<file path="config.mk">
export PLATFORM = sky130hd
export DESIGN_NAME = ipt_internal_position_trigger
export DESIGN_NICKNAME = d
export VERILOG_FILES = /design/src/ipt_pkg.sv /design/src/ipt_internal_position_trigger.sv /design/src/ipt_tick_div.sv
export VERILOG_INCLUDE_DIRS = /design/src /design/src/src
export SDC_FILE = /design/constraint.sdc
export NUM_CORES = 1
export LEC_CHECK = 0
export BUFFER_PORTS_ARGS = -buffer_cell sky130_fd_sc_hd__buf_2
export CAP_MARGIN = 20
export CORE_MARGIN = 2
export CORE_UTILIZATION = 55
export DETAILED_ROUTE_END_ITERATION = 12
export PLACE_DENSITY = 0.84
export RECOVER_POWER = 50
export SYNTH_ARGS = -nofsm -noshare
export SYNTH_HDL_FRONTEND = slang
export SYNTH_SLANG_ARGS = --single-unit
</file>
<file path="constraint.sdc">
create_clock -name clk -period 11.55 [get_ports clk]
set_input_delay 2.31 -clock clk [delete_from_list [all_inputs] [get_ports clk]]
set_output_delay 2.31 -clock clk [all_outputs]
set_load 0.1 [all_outputs]
</file>
<file path="src/ipt_map.svh">
// Overview of operation
// - stop input halts motor, aborts stored move
// - stop acts only in internal position mode
// - trigger edge starts selected stored move
// - select bits binary-code the stored entry
// - new trigger accepted only at zero speed
// - zero speed when magnitude below threshold
`ifndef IPT_MAP_SVH
`define IPT_MAP_SVH

`define IPT_CLK_PERIOD_NS 20
`define IPT_TICK_NS 1000
`define IPT_TICK_CYCLES ((`IPT_TICK_NS + `IPT_CLK_PERIOD_NS - 1) / `IPT_CLK_PERIOD_NS)

`define IPT_NUM_ENTRIES 4

`define IPT_OFS_CTRL 8'h00
`define IPT_OFS_JOG 8'h04
`define IPT_OFS_ZSTHR 8'h08
`define IPT_OFS_STATUS 8'h0C
`define IPT_OFS_POS 8'h10
`define IPT_OFS_SPEED 8'h14
`define IPT_OFS_ENTRY_BASE 3'h1

`define IPT_CTRL_MODE_LSB 0
`define IPT_CTRL_SRC_LSB 4

`define IPT_MODE_SPEED 3'h1
`define IPT_MODE_INTPOS 3'h3
`define IPT_SRC_JOG 3'h5

`define IPT_RST_MODE 3'h0
`define IPT_RST_SRC 3'h0
`define IPT_RST_JOG 15'h0000
`define IPT_RST_ZSTHR 15'h000A

`endif

</file>
<file path="src/ipt_pkg.sv">
package ipt_pkg;
  typedef enum logic {
    IPT_IDLE,
    IPT_MOVING
  } ipt_state_t;
  typedef logic signed [15:0] ipt_speed_t;
  typedef logic [14:0] ipt_mag_t;
  typedef logic signed [31:0] ipt_pos_t;
endpackage : ipt_pkg

</file>
<file path="src/ipt_internal_position_trigger.sv">
`timescale 1ns/1ps
`default_nettype none
`include "ipt_map.svh"
module ipt_internal_position_trigger #(
  parameter int TICK_CYCLES = `IPT_TICK_CYCLES
) (
  // clock and reset
  input wire logic clk,
  input wire logic rst,
  // apb slave
  input wire logic psel,
  input wire logic penable,
  input wire logic pwrite,
  input wire logic [7:0] paddr,
  input wire logic [31:0] pwdata,
  output logic pready,
  output logic [31:0] prdata,
  output logic pslverr,
  // input terminals
  input wire logic storedMoveTrigger,
  input wire logic moveSelectBit0,
  input wire logic moveSelectBit1,
  input wire logic moveSelectBit2,
  input wire logic moveStop,
  input wire logic jogForwardInput,
  input wire logic jogReverseInput,
  // drive state
  output logic zeroSpeedFlag,
  output logic moveActive,
  output var ipt_pkg::ipt_speed_t motorSpeed,
  output var ipt_pkg::ipt_pos_t motorPosition
);
  import ipt_pkg::*;

  localparam int NE = `IPT_NUM_ENTRIES;

  logic [2:0] controlModeParam_ff;
  logic [2:0] speedSourceParam_ff;
  ipt_mag_t jogSpeedParam_ff;
  ipt_mag_t zeroSpeedThresholdParam_ff;
  ipt_pos_t entryDist_ff [NE];
  ipt_mag_t entrySpeed_ff [NE];
  ipt_state_t state_ff;
  logic [31:0] remaining_ff;
  ipt_mag_t step_ff;
  logic dirNeg_ff;
  logic [1:0] activeEntry_ff;
  logic trigPrev_ff;
  logic tick;

  logic [2:0] selCode;
  logic trigRise;
  logic intPosMode;
  logic holdActive;
  logic startMove;
  logic abortMove;
  logic jogMode;
  ipt_speed_t jogSpeedNext;
  ipt_speed_t absSpeed;
  ipt_pos_t stepSigned;
  logic [31:0] startDist;
  ipt_pos_t selDist;
  ipt_mag_t selSpeed;

  ipt_tick_div #(
    .DIV(TICK_CYCLES)
  ) u_tick (
    .clk(clk),
    .rst(rst),
    .tick(tick)
  );

  // apb access
  logic apbAccess;
  logic apbCommit;
  logic rdHit;
  logic [31:0] rdVal;
  logic entryHit;
  logic [1:0] entryIdx;

  assign apbAccess = psel & penable & ~pready;
  assign apbCommit = psel & penable & pready;
  assign entryIdx = paddr[4:3];
  assign entryHit = (paddr[7:5] == `IPT_OFS_ENTRY_BASE) && (paddr[1:0] == 2'h0);

  always_comb begin
    rdHit = 1'b1;
    rdVal = 32'h0000_0000;
    if (entryHit) begin
      rdVal = paddr[2] ? {17'h0_0000, entrySpeed_ff[entryIdx]} : entryDist_ff[entryIdx];
    end else begin
      case (paddr)
        `IPT_OFS_CTRL: rdVal = {25'h000_0000, speedSourceParam_ff, 1'b0, controlModeParam_ff};
        `IPT_OFS_JOG: rdVal = {17'h0_0000, jogSpeedParam_ff};
        `IPT_OFS_ZSTHR: rdVal = {17'h0_0000, zeroSpeedThresholdParam_ff};
        `IPT_OFS_STATUS: rdVal = {25'h000_0000, 1'b0, activeEntry_ff, 1'b0,
                                  holdActive, moveActive, zeroSpeedFlag};
        `IPT_OFS_POS: rdVal = motorPosition;
        `IPT_OFS_SPEED: rdVal = {{16{motorSpeed[15]}}, motorSpeed};
        default: rdHit = 1'b0;
      endcase
    end
  end

  // one wait state so read data is registered on the same edge as pready
  always_ff @(posedge clk) begin
    if (rst) begin
      pready <= 1'b0;
      prdata <= 32'h0000_0000;
      pslverr <= 1'b0;
    end else begin
      pready <= apbAccess;
      prdata <= (apbAccess && !pwrite && rdHit) ? rdVal : 32'h0000_0000;
      pslverr <= apbAccess & ~rdHit;
    end
  end

  always_ff @(posedge clk) begin
    if (rst) begin
      controlModeParam_ff <= `IPT_RST_MODE;
      speedSourceParam_ff <= `IPT_RST_SRC;
      jogSpeedParam_ff <= `IPT_RST_JOG;
      zeroSpeedThresholdParam_ff <= `IPT_RST_ZSTHR;
      for (int i = 0; i < NE; i++) begin
        entryDist_ff[i] <= 32'h0000_0000;
        entrySpeed_ff[i] <= 15'h0000;
      end
    end else if (apbCommit && pwrite) begin
      if (entryHit) begin
        if (paddr[2]) begin
          entrySpeed_ff[entryIdx] <= pwdata[14:0];
        end else begin
          entryDist_ff[entryIdx] <= pwdata;
        end
      end else begin
        case (paddr)
          `IPT_OFS_CTRL: begin
            controlModeParam_ff <= pwdata[`IPT_CTRL_MODE_LSB +: 3];
            speedSourceParam_ff <= pwdata[`IPT_CTRL_SRC_LSB +: 3];
          end
          `IPT_OFS_JOG: jogSpeedParam_ff <= pwdata[14:0];
          `IPT_OFS_ZSTHR: zeroSpeedThresholdParam_ff <= pwdata[14:0];
          default: ;
        endcase
      end
    end
  end

  // terminal decode
  assign selCode = {moveSelectBit2, moveSelectBit1, moveSelectBit0};
  // a held trigger counts once: only its rising step starts a move
  assign trigRise = storedMoveTrigger & ~trigPrev_ff;
  assign intPosMode = (controlModeParam_ff == `IPT_MODE_INTPOS);
  assign holdActive = intPosMode & moveStop;
  // codes 100..111 belong to the upper entries, not handled here
  assign startMove = trigRise & intPosMode & ~holdActive & zeroSpeedFlag & ~selCode[2];
  // a move cut by a mode change is dropped, not resumed later
  assign abortMove = holdActive | ((state_ff == IPT_MOVING) & ~intPosMode);
  assign jogMode = (controlModeParam_ff == `IPT_MODE_SPEED)
                 && (speedSourceParam_ff == `IPT_SRC_JOG);
  assign selDist = entryDist_ff[selCode[1:0]];
  assign selSpeed = entrySpeed_ff[selCode[1:0]];
  assign startDist = selDist[31] ? 32'(-selDist) : selDist;
  assign stepSigned = dirNeg_ff ? -$signed({17'h0_0000, step_ff})
                                : $signed({17'h0_0000, step_ff});

  // both jog inputs on cancel rather than pick a side
  always_comb begin
    jogSpeedNext = 16'h0000;
    if (jogForwardInput && !jogReverseInput) begin
      jogSpeedNext = $signed({1'b0, jogSpeedParam_ff});
    end else if (jogReverseInput && !jogForwardInput) begin
      jogSpeedNext = -$signed({1'b0, jogSpeedParam_ff});
    end
  end

  always_ff @(posedge clk) begin
    if (rst) begin
      trigPrev_ff <= 1'b0;
    end else begin
      trigPrev_ff <= storedMoveTrigger;
    end
  end

  // motion: stored moves advance one step per tick
  always_ff @(posedge clk) begin
    if (rst) begin
      state_ff <= IPT_IDLE;
      remaining_ff <= 32'h0000_0000;
      step_ff <= 15'h0000;
      dirNeg_ff <= 1'b0;
      activeEntry_ff <= 2'h0;
      motorSpeed <= 16'h0000;
      motorPosition <= 32'h0000_0000;
      moveActive <= 1'b0;
    end else if (abortMove) begin
      state_ff <= IPT_IDLE;
      remaining_ff <= 32'h0000_0000;
      motorSpeed <= 16'h0000;
      moveActive <= 1'b0;
    end else if (startMove) begin
      state_ff <= IPT_MOVING;
      remaining_ff <= startDist;
      step_ff <= selSpeed;
      dirNeg_ff <= selDist[31];
      activeEntry_ff <= selCode[1:0];
      motorSpeed <= selDist[31] ? -$signed({1'b0, selSpeed}) : $signed({1'b0, selSpeed});
      moveActive <= 1'b1;
    end else begin
      case (state_ff)
        IPT_MOVING: begin
          if (tick) begin
            // zero step speed would never finish, so it jumps to target
            if (remaining_ff <= {17'h0_0000, step_ff} || step_ff == 15'h0000) begin
              motorPosition <= dirNeg_ff ? motorPosition - $signed(remaining_ff)
                                         : motorPosition + $signed(remaining_ff);
              remaining_ff <= 32'h0000_0000;
              motorSpeed <= 16'h0000;
              state_ff <= IPT_IDLE;
              moveActive <= 1'b0;
            end else begin
              remaining_ff <= remaining_ff - {17'h0_0000, step_ff};
              motorPosition <= motorPosition + stepSigned;
            end
          end
        end
        IPT_IDLE: begin
          if (jogMode) begin
            motorSpeed <= jogSpeedNext;
            if (tick) begin
              motorPosition <= motorPosition + {{16{motorSpeed[15]}}, motorSpeed};
            end
          end else begin
            motorSpeed <= 16'h0000;
          end
        end
        default: state_ff <= IPT_IDLE;
      endcase
    end
  end

  // zero-speed output, one cycle behind speed
  assign absSpeed = motorSpeed[15] ? -motorSpeed : motorSpeed;

  always_ff @(posedge clk) begin
    if (rst) begin
      zeroSpeedFlag <= 1'b1;
    end else begin
      zeroSpeedFlag <= (absSpeed < $signed({1'b0, zeroSpeedThresholdParam_ff}));
    end
  end
endmodule : ipt_internal_position_trigger
`default_nettype wire

</file>
<file path="src/ipt_tick_div.sv">
`timescale 1ns/1ps
`default_nettype none
module ipt_tick_div #(
  parameter int DIV = 50
) (
  // clock and reset
  input wire logic clk,
  input wire logic rst,
  // enable out
  output logic tick
);
  localparam int CW = (DIV > 1) ? $clog2(DIV) : 1;
  localparam logic [CW-1:0] LAST = CW'(DIV - 1);
  logic [CW-1:0] cnt_ff;

  always_ff @(posedge clk) begin
    if (rst) begin
      cnt_ff <= '0;
      tick <= 1'b0;
    end else begin
      tick <= (cnt_ff == LAST);
      cnt_ff <= (cnt_ff == LAST) ? '0 : cnt_ff + 1'b1;
    end
  end
endmodule : ipt_tick_div
`default_nettype wire

</file>
# After elaboration in Yosys (flattened, before gate mapping)
# Memory sizes are Yosys's and may differ from the RTL's.
# Cells that the tools add are included.
# word_totals
reg_bits	179
ram_bits	188
input_bits	52
out_inout_bits	84
word_cells	155
mem_count	2
# classes
add_sub_neg	11
order_cmp	2
n_eq_ne	15
mux	52
bitwise_logic	23
reduce_logical	31
# mem_list
name	depth	width	read_ports	rd_ports_with_merged_regs	wr	line_no	source
entryDist_ff	4	32	2	0	4	ipt_internal_position_trigger.sv:41	ipt_pos_t entryDist_ff [NE];
entrySpeed_ff	4	15	2	0	4	ipt_internal_position_trigger.sv:42	ipt_mag_t entrySpeed_ff [NE];
# op_table
op	count
$mux W32	14
$pmux W32 S6	1
$mux W16	8
$add A32 B32 Y32	3
$pmux W32 S2	1
$le A32 B15 Y1	1
$neg A15 Y16	2
$neg A15 Y32	1
$neg A32 Y32	1
$pmux W16 S2	1
$reduce_or A32 Y1	1
$sub A32 B15 Y32	1
$sub A32 B32 Y32	1
$mux W1	24
$eq A8 B4 Y1 const B	2
$eq A8 B5 Y1 const B	2
$lt A16 B16 Y1	1
$neg A16 Y16	1
$logic_not A15 Y1	1
$mux W15	1
$reduce_or A15 Y1	1
$reduce_and A3 Y1	4
$and A1 B1 Y1	11
$not A1 Y1	11
other kinds (21)	39

# Logic depth before layout (Yosys ltp)
# Gate-level depths: netlist of run 1.
# depth
depth_word	8
ltp_mapped	26
ltp_nobuf	24

# Hierarchy
# From an unflattened synthesis of run 1, not the netlist that was laid out.
# hier_totals
cells_unflattened	2637
hier_area_um2	24644.9
# by_module_without_submodules
module	n_inst	cells_per_inst	area_each_um2	seq_area_each_um2
ipt_internal_position_trigger	1	2610	24370.9	9088.7
ipt_tick_div	1	27	274.0	140.1

# Worst setup path before layout of run 1
# Ideal clock, no wire load.
# synth_path
kind	input-to-reg
startpoint	in moveSelectBit0
endpoint	reg remaining_ff[30]
t_arrival_ps	5372
required_ps	11418
slack_ps	6046
path_stages	15
path_cell_list	buf_6 -> buf_6 -> buf_2 -> buf_2 -> mux4_2 -> inv_1 -> ha_1 -> nand3b_1 -> nor3_2 -> inv_1 -> o41ai_2 -> xor2_1 -> nor2_1 -> o21ai_1 -> a21oi_1
# synth_between
elab_chain_cells	4
# synth_rtl
element	line_no	source
start, declared	ipt_internal_position_trigger.sv:21	input wire logic moveSelectBit0,
$mem_v2 Z4 W32 (*)	n/a	
$neg A32 Y32	ipt_internal_position_trigger.sv:163	assign startDist = selDist[31] ? 32'(-selDist) : selDist;
$mux W32 (*)	ipt_internal_position_trigger.sv:163	
$mux W32 (*)	ipt_internal_position_trigger.sv:201	end else if (startMove) begin
end signal, assigned	ipt_internal_position_trigger.sv:203	remaining_ff <= startDist;
end signal, assigned	ipt_internal_position_trigger.sv:222	remaining_ff <= remaining_ff - {17'h0_0000, step_ff};
end, declared	ipt_internal_position_trigger.sv:44	logic [31:0] remaining_ff;
# Mark *: on every way between the ends. The rest lies on a longest branch, timed or not.
# A chain may end at the register's enable or synchronous reset.

==> summary.txt, run 1 <==
Finish
  • Nets: 2,824
  • Share of cells above drive strength 1: between 10% and 20%
  • Synth-to-layout area growth: 9.339%

Routing
  • Routed Antenna Nets: 0
  • Drc violations: 0
  • DR vias: 22,090
  • Pre-Repair DR Iteration Count: 8
  • WL final: between 80,000 and 90,000 µm
  • Vias per inst: roughly 6.7
  • Initial DRC count: around 3,000
  • Drt wl/cell: around 25 µm

Critical path
  • CP cell instances: clkbuf_1, clkbuf_1, nand2b_1, nor3_1, clkbuf_1, or2_2
  • Slowest-stage cell, CP: clkbuf_1
  • Worst R2R Setup Slack: 5400 ps
  • R2R Path End: motorPosition[27]
  • Worst flop-to-flop path startpoint: remaining_ff[16]
  • CP Launch Point: paddr[4]
  • CP max stage delay: between 2000 and 2500 ps
  • Max FO, Critical Path: 44
  • Arr. time, crit path: approximately 8700 ps
  • Crit path capture type: flip-flop
  • Critical path's top delay family: buffers and inverters
  • Most used cell, CP: clkbuf_1
  • Crit path to: entryDist_ff[2][23]
  • WP buf/inv: 3
  • Crit start category: primary input
  • Worst EP required: roughly 12,000 ps
  • Setup Crit Path Kind: in -> reg
  • R2R cell count: 18
  • Critical path depth: 6

Clock network
  • CTS Hold Buffers Added: 0
  • CTS Buffer Depth: 3
  • TritonCTS clock tree: done
  • Clock root buffer: clkbuf_16
  • Clk slew on worst S/H paths: about 60 ps
  • H-tree level count: 2
  • Clock buffer count from CTS: 41
  • Skew-Pair Late Insertion Delay: ~600 ps
  • TritonCTS Sinks: 367
  • Setup Fix Bufs, Post-CTS: 0
  • Post-cts repair resize count: 0

Yosys
  • Post-synthesis mux area share: around 9.6%
  • Cell with the most instances after synthesis: nand2_1
  • Synth Area in Simple Gates: between 10% and 20%
  • Number of flops mapped to enable cells by yosys: roughly 190
  • Post-synthesis adder-cell area fraction: ~5.4%
  • Synth area leaders: edfxtp_1, dfxtp_1, mux4_2, ha_1, nand2_1
  • Synth warnings: 0
  • Distinct cells, synth: 90
  • Top-area cell type share of the netlist area: between 20 and 25%
  • Most common library cells after synthesis: nand2_1, a21oi_1, nor2_1, edfxtp_1, dfxtp_1
  • Post-Syn Nets: 2,787
  • Post-Syn Area: 24,460 µm²
  • Cell count after synthesis: about 2,600
  • Register area share after synthesis: between 30 and 40%
  • Dominant combinational cell family by area after synthesis: simple AND/OR/NAND/NOR gates
  • Leading area contributor after synthesis: edfxtp_1
  • Asr flop ratio synth: 0%
  • Synth Area in XOR/XNOR: between 5 and 6%
  • Post-synthesis compound-gate area fraction: ~18%
  • Synth Flop Type: edfxtp_1
  • Number of synthesized register bits: 367
  • Avg Cell Area, Syn: between 9 and 10 µm²

STA
  • Crit path time final: roughly 8400 ps
  • Unrepaired setup endpoints after global routing: false
  • Final Slew Violations: between 400 and 500
  • Final Hold Fails: 0
  • Slew of the pin with the lowest slew margin: 4109 ps
  • Final worst path period share: 73.16%
  • Clk_skew: 23.55 ps
  • Highest clock rate: approximately 120 MHz
  • Setup TNS: 0 ps
  • Final setup fails: 0
  • Slew margin rel.: -173.9%

Placed design
  • Dpl hpwl: about 57,000 µm
  • Port-buffer cells: approximately 140
  • GPL Wtd Cong: ~1

Die
  • Chip Width: 214.9 µm
  • Die ar.: ~46,000 µm²
  • Ports: approximately 140
  • Row cnt: just under 80
  • Core box area: around 44,000 µm²
  • Die Ht: approximately 210 µm
  • Initial Util: between 50% and 60%

Power and ir drop
  • Total power: 3.014 mW
  • Power Dens Cells: 112.7 nW/µm²
  • Leakage power: 10.51 nW
  • Worst vdd ir: about 0.13 mV

Global route
  • Initial antenna violation count: 4
  • Largest net degree at the start of global routing: ~100
  • Gr usage total: approximately a third
  • Vias in the first global route: 21,080
  • First-pass GRT wire length: between 100,000 and 150,000 µm
  • Remaining Overflow, GRT: 0

Flow run
  • Max Cap Viol: 10

Status
  • Outcome: finished with violations
  • Violated checks: capacitance limit, slew limit

Hold path
  • Hold Path Class: reg -> reg
## routing by layer
| layer | vias to the layer above | routed length, µm | track usage [%] |
|---|---|---|---|
| li1 | 9831 | - | - |
| met2 | 1394 | 35760 | 52.68 |
| met1 | 10630 | 31830 | 47.37 |
| met5 | - | 5 | 0 |
| met3 | 226 | 9757 | 7.035 |
| met4 | 2 | 3493 | 13.96 |
## tightest hold or removal path: stages (launching register included)
cell and delay [ps]:
dfxtp_1 310, nand2_1 50, a21oi_1 50
## where the power goes
group | switching [mW] | leakage [nW] | internal [mW]
sequential | 0.0130 | 3.40 | 1.39
combinational | 0.147 | 6.42 | 0.0813
clock | 0.567 | 0.690 | 0.817
## metrics by stage
stage          hold slack, ps  instance area, µm²  utilization, %  setup slack, ps  cells
3_3_place_gp            441.6               25490           57.90             5374   3217
2_1_floorplan           429.5               24460               -             6046   2632
5_1_grt                 486.9               26740           60.73             2803   3294
4_1_cts                 462.4               26900           61.10             5541   3293
3_5_place_dp            455.0               25490           57.90             5294   3217
6_report                463.7               26750           60.75             3100   3298
## cell type report
type                       instances  area (µm²)
fill                            3723       17280
multi-input combinational       2007       14250
sequential                       367        9230
clock buffer                      65        1250
timing repair buffer             172       800.8
tap                              592       740.7
inverter                          80       300.3
clock inverter                    11       162.7
antenna                            4       10.01
## logic make-up (layout without fill, tap and decap cells)
logic type,count (synthesis),count (layout)
simple gates,953,953
compound gates,667,667
fa+ha+maj,103,103
flops,367,367
mux,118,118
xor+xnor,166,166
other cells,0,4
buf+inv,258,328
## registers in the layout, summed over array words and instances, names as in the netlist, 2 cells and up
signal,cells
zeroSpeedThresholdParam_ff,15
activeEntry_ff,2
entryDist_ff,128
entrySpeed_ff,60
motorSpeed,16
controlModeParam_ff,3
prdata,32
remaining_ff,32
speedSourceParam_ff,3
motorPosition,32
jogSpeedParam_ff,15
step_ff,15
u_tick.cnt_ff,6
## layout by cell type (no fill, tap or decap), types with 15 or more instances in the layout
cell,instances
a221oi_1,21
nand2_1,279
dfxtp_1,178
a22oi_1,36
a21o_1,53
nand3_1,29
nor4_1,15
and2_1,70
inv_1,78
a222oi_1,18
nor2_1,193
and2_0,36
edfxtp_1,188
o21ai_0,128
nor2b_1,22
a211oi_1,35
nor3_1,67
nand4_1,17
nand2b_1,33
ha_1,100
mux4_2,93
clkbuf_16,44
clkbuf_1,112
a21oi_1,205
o31ai_1,15
xnor2_1,112
buf_4,25
a31oi_1,44
and3_1,104
buf_2,48
mux2i_1,21
or3_1,26
xor2_1,54
## how the worst min path moves through the flow
stage,start,to,slack [ps],depth (start not counted)
2_1_floorplan,u_tick.cnt_ff[0],u_tick.cnt_ff[0],430,1
3_3_place_gp,u_tick.cnt_ff[0],u_tick.cnt_ff[0],440,1
3_5_place_dp,activeEntry_ff[0],activeEntry_ff[0],460,2
4_1_cts,activeEntry_ff[0],activeEntry_ff[0],460,2
5_1_grt,activeEntry_ff[0],activeEntry_ff[0],490,2
6_report,activeEntry_ff[0],activeEntry_ff[0],460,2
Note: power is estimated with default switching activity, not from simulation.
==> run 2, diff against run 1 <==
--- a/config.mk
+++ b/config.mk
@@ -11,7 +11,7 @@
 export CORE_MARGIN = 2
 export CORE_UTILIZATION = 55
 export DETAILED_ROUTE_END_ITERATION = 12
-export PLACE_DENSITY = 0.84
+export PLACE_DENSITY = 0.87
 export RECOVER_POWER = 50
 export SYNTH_ARGS = -nofsm -noshare
 export SYNTH_HDL_FRONTEND = slang
==> constraint.sdc (replaced) <==
create_clock -name clk -period 6.8 [get_ports clk]
set_input_delay 1.36 -clock clk [delete_from_list [all_inputs] [get_ports clk]]
set_output_delay 1.36 -clock clk [all_outputs]
set_load 0.1 [all_outputs]
==> run 2 against run 1 <==
The run still ends with capacitance limit, slew limit left. Global-route usage fell by 0.40 points. Largest cell class unchanged. Utilization fell by 0.12 points. First-iteration DRC count fell by 11%. Clock power rose by 67%. Total power rose by 68%. Cell area fell by 0.20%. Final cell count fell by 0.15%.
==> summary.txt, run 2 (same netlist as run 1, synthesis figures left out) <==
STA
  • Setup TNS: 0 ps (unchanged)
  • Crit path time final: about 6500 ps
  • Final worst path period share: between 90% and 100%
  • Final Hold Fails: 0 (unchanged)
  • Clk_skew: 22.08 ps (was 23.55 ps)
  • Slew of the pin with the lowest slew margin: 2503 ps (was 4109 ps)
  • Final setup fails: 0 (unchanged)
  • Final Slew Violations: 282 (was 412)
  • Unrepaired setup endpoints after global routing: false (unchanged)
  • Highest clock rate: 152.8 MHz
  • Slew margin rel.: -66.89% (was -173.9%)

Routing
  • Routed Antenna Nets: 0 (unchanged)
  • Drt wl/cell: 24.36 µm (was 24.51 µm)
  • Drc violations: 0 (unchanged)
  • Pre-Repair DR Iteration Count: 10 (was 8)
  • DR vias: 21,990 (was 22,090)
  • WL final: 80,210 µm (was 80,840 µm)
  • Initial DRC count: 2,593 (was 2,921)
  • Vias per inst: 6.679 (was 6.697)

Clock network
  • Setup Fix Bufs, Post-CTS: 0 (unchanged)
  • Clock buffer count from CTS: 40 (was 41)
  • H-tree level count: 2 (unchanged)
  • Skew-Pair Late Insertion Delay: 570 ps (was 590 ps)
  • Clk slew on worst S/H paths: 60 ps (about the same)
  • TritonCTS Sinks: 367 (unchanged)
  • TritonCTS clock tree: done (unchanged)
  • CTS Hold Buffers Added: 0 (unchanged)
  • Clock root buffer: clkbuf_16 (unchanged)
  • CTS Buffer Depth: 3 (unchanged)
  • Post-cts repair resize count: 0 (unchanged)

Critical path
  • CP Launch Point: paddr[4] (unchanged)
  • Setup Crit Path Kind: in -> reg (unchanged)
  • Arr. time, crit path: 6900 ps (was 8660 ps)
  • Crit start category: primary input (unchanged)
  • Max FO, Critical Path: 56 (was 44)
  • Crit path capture type: flip-flop (unchanged)
  • Worst flop-to-flop path startpoint: remaining_ff[16] (unchanged)
  • Worst EP required: 7160 ps (was 11,760 ps)

Power and ir drop
  • Sw Ratio: 24.05% (was 24.12%)
  • Sequential share of power: 47.1% (was 46.5%)
  • Power Dens Cells: 189.5 nW/µm² (was 112.7 nW/µm²)
  • Worst vdd ir: 0.2204 mV (was 0.1349 mV)
  • Leakage power: 10.49 nW (was 10.51 nW)
  • Comb power frac: 7.4% (was 7.6%)
  • Clock power share: 45.5% (was 45.9%)
  • Net Switching: 1.217 mW (was 727.1 µW)
  • Int Power: 3.842 mW (was 2.287 mW)

Die
  • Ports: 136 (unchanged)
  • Die ar.: 46,180 µm² (unchanged)
  • Row cnt: 77 (unchanged)
  • Die Ht: 214.9 µm (unchanged)
  • Initial Util: 55.57% (unchanged)
  • Core box area: 44,030 µm² (unchanged)
  • Chip Width: 214.9 µm (unchanged)

Placed design
  • Post-DP Area: 25,480 µm² (was 25,490 µm²)
  • Dpl hpwl: 57,680 µm (was 56,790 µm)
  • GPL Wtd Cong: 1.019 (was 0.9959)
  • Port-buffer cells: 135 (unchanged)

Finish
  • Synth-to-layout area growth: 9.124% (was 9.339%)
  • Design area: 26,700 µm² (was 26,750 µm²)
  • Fin util: 60.64% (was 60.75%)
  • Reg with most FFs: entryDist_ff (unchanged)
  • Commonest non-fill, non-tap cell in the layout: nand2_1 (unchanged)
  • Max reg flops: 128 (unchanged)
  • Largest regs: entryDist_ff (128), entrySpeed_ff (60) (unchanged)
  • Most frequent cells in the layout: nand2_1, a21oi_1, nor2_1, edfxtp_1, dfxtp_1 (unchanged)
  • Nets: 2,821 (was 2,824)
  • Share of cells above drive strength 1: 10.27% (was 10.10%)

Global route
  • First-pass GRT wire length: 122,600 µm (was 123,700 µm)
  • Gr usage total: 33.84% (was 34.24%)
  • Remaining Overflow, GRT: 0 (unchanged)
  • Largest net degree at the start of global routing: 78 (was 99)
  • Vias in the first global route: 21,320 (was 21,080)
  • Initial antenna violation count: 8 (was 4)

Status
  • Violated checks: capacitance limit, slew limit (unchanged)
  • Outcome: finished with violations (unchanged)

Flow run
  • Max Cap Viol: 9 (was 10)

Hold path
  • Hold Path Class: reg -> reg (unchanged)
  • Worst hold start: activeEntry_ff[1] (was activeEntry_ff[0])
[run 2: changes by cell type in the layout (fill, tap and decap cells not counted), sizes merged]
cell and delta:
clkinv +8, clkbuf -20, buf +3, bufinv +2, clkinvlp +3, diode -1
[run 2: metal layers]
| layer | vias up | part of all wire [%] | track usage, % |
|---|---|---|---|
| met1 | 10510 | 39 | 44.94 |
| li1 | 9826 | - | - |
| met4 | 10 | 4.8 | 15.56 |
| met5 | - | 0.10 | 0.2083 |
| met3 | 293 | 12 | 8.762 |
| met2 | 1357 | 44 | 52.03 |
[run 2: critical path: stages]
cell and delay, ps:
clkbuf_1 1590, clkbuf_1 1480, nor2b_1 300, clkbuf_2 800, nand2_1 290, o21ai_0 270
a222oi_1 620, nor2_1 140
[run 2: path summary, 6_finish.rpt]
| path | endpoint | slack, ps | cells past startpoint |
|---|---|---|---|
| setup / recovery | prdata[1] | 260 | 8 |
| hold / removal | activeEntry_ff[1] | 460 | 2 |
| setup reg to reg | motorPosition[23] | 690 | 21 |
| hold reg to reg | activeEntry_ff[1] | 460 | 2 |
[run 2: power groups by stage]
stage	Combinational, mW	Clock (mW)	Sequential, mW
after CTS	0.364	2.31	2.38
after detailed placement	0.361	0	2.43
after floorplan	0.240	0	2.42
after global routing	0.388	2.39	2.38
final	0.373	2.30	2.38
after global placement	0.353	0	2.42
[run 2: through the flow]
step	hold slack (ps)	power, mW	worst slack [ps]	cells
floorplan	429.5	2.662	1490	2632
finish	461.4	5.059	257.0	3293
global placement	442.4	2.773	1041	3216
CTS	459.2	5.050	768.2	3290
global route	491.1	5.161	193.6	3292
detailed placement	451.1	2.789	799.5	3216
[run 2: layout make-up]
type	instances	area [µm²]
fill	3665	17330
multi-input combinational	2007	14230
sequential	367	9230
clock buffer	50	1100
timing repair buffer	170	807.0
tap	592	740.7
inverter	80	300.3
clock inverter	24	276.5
antenna	3	7.507
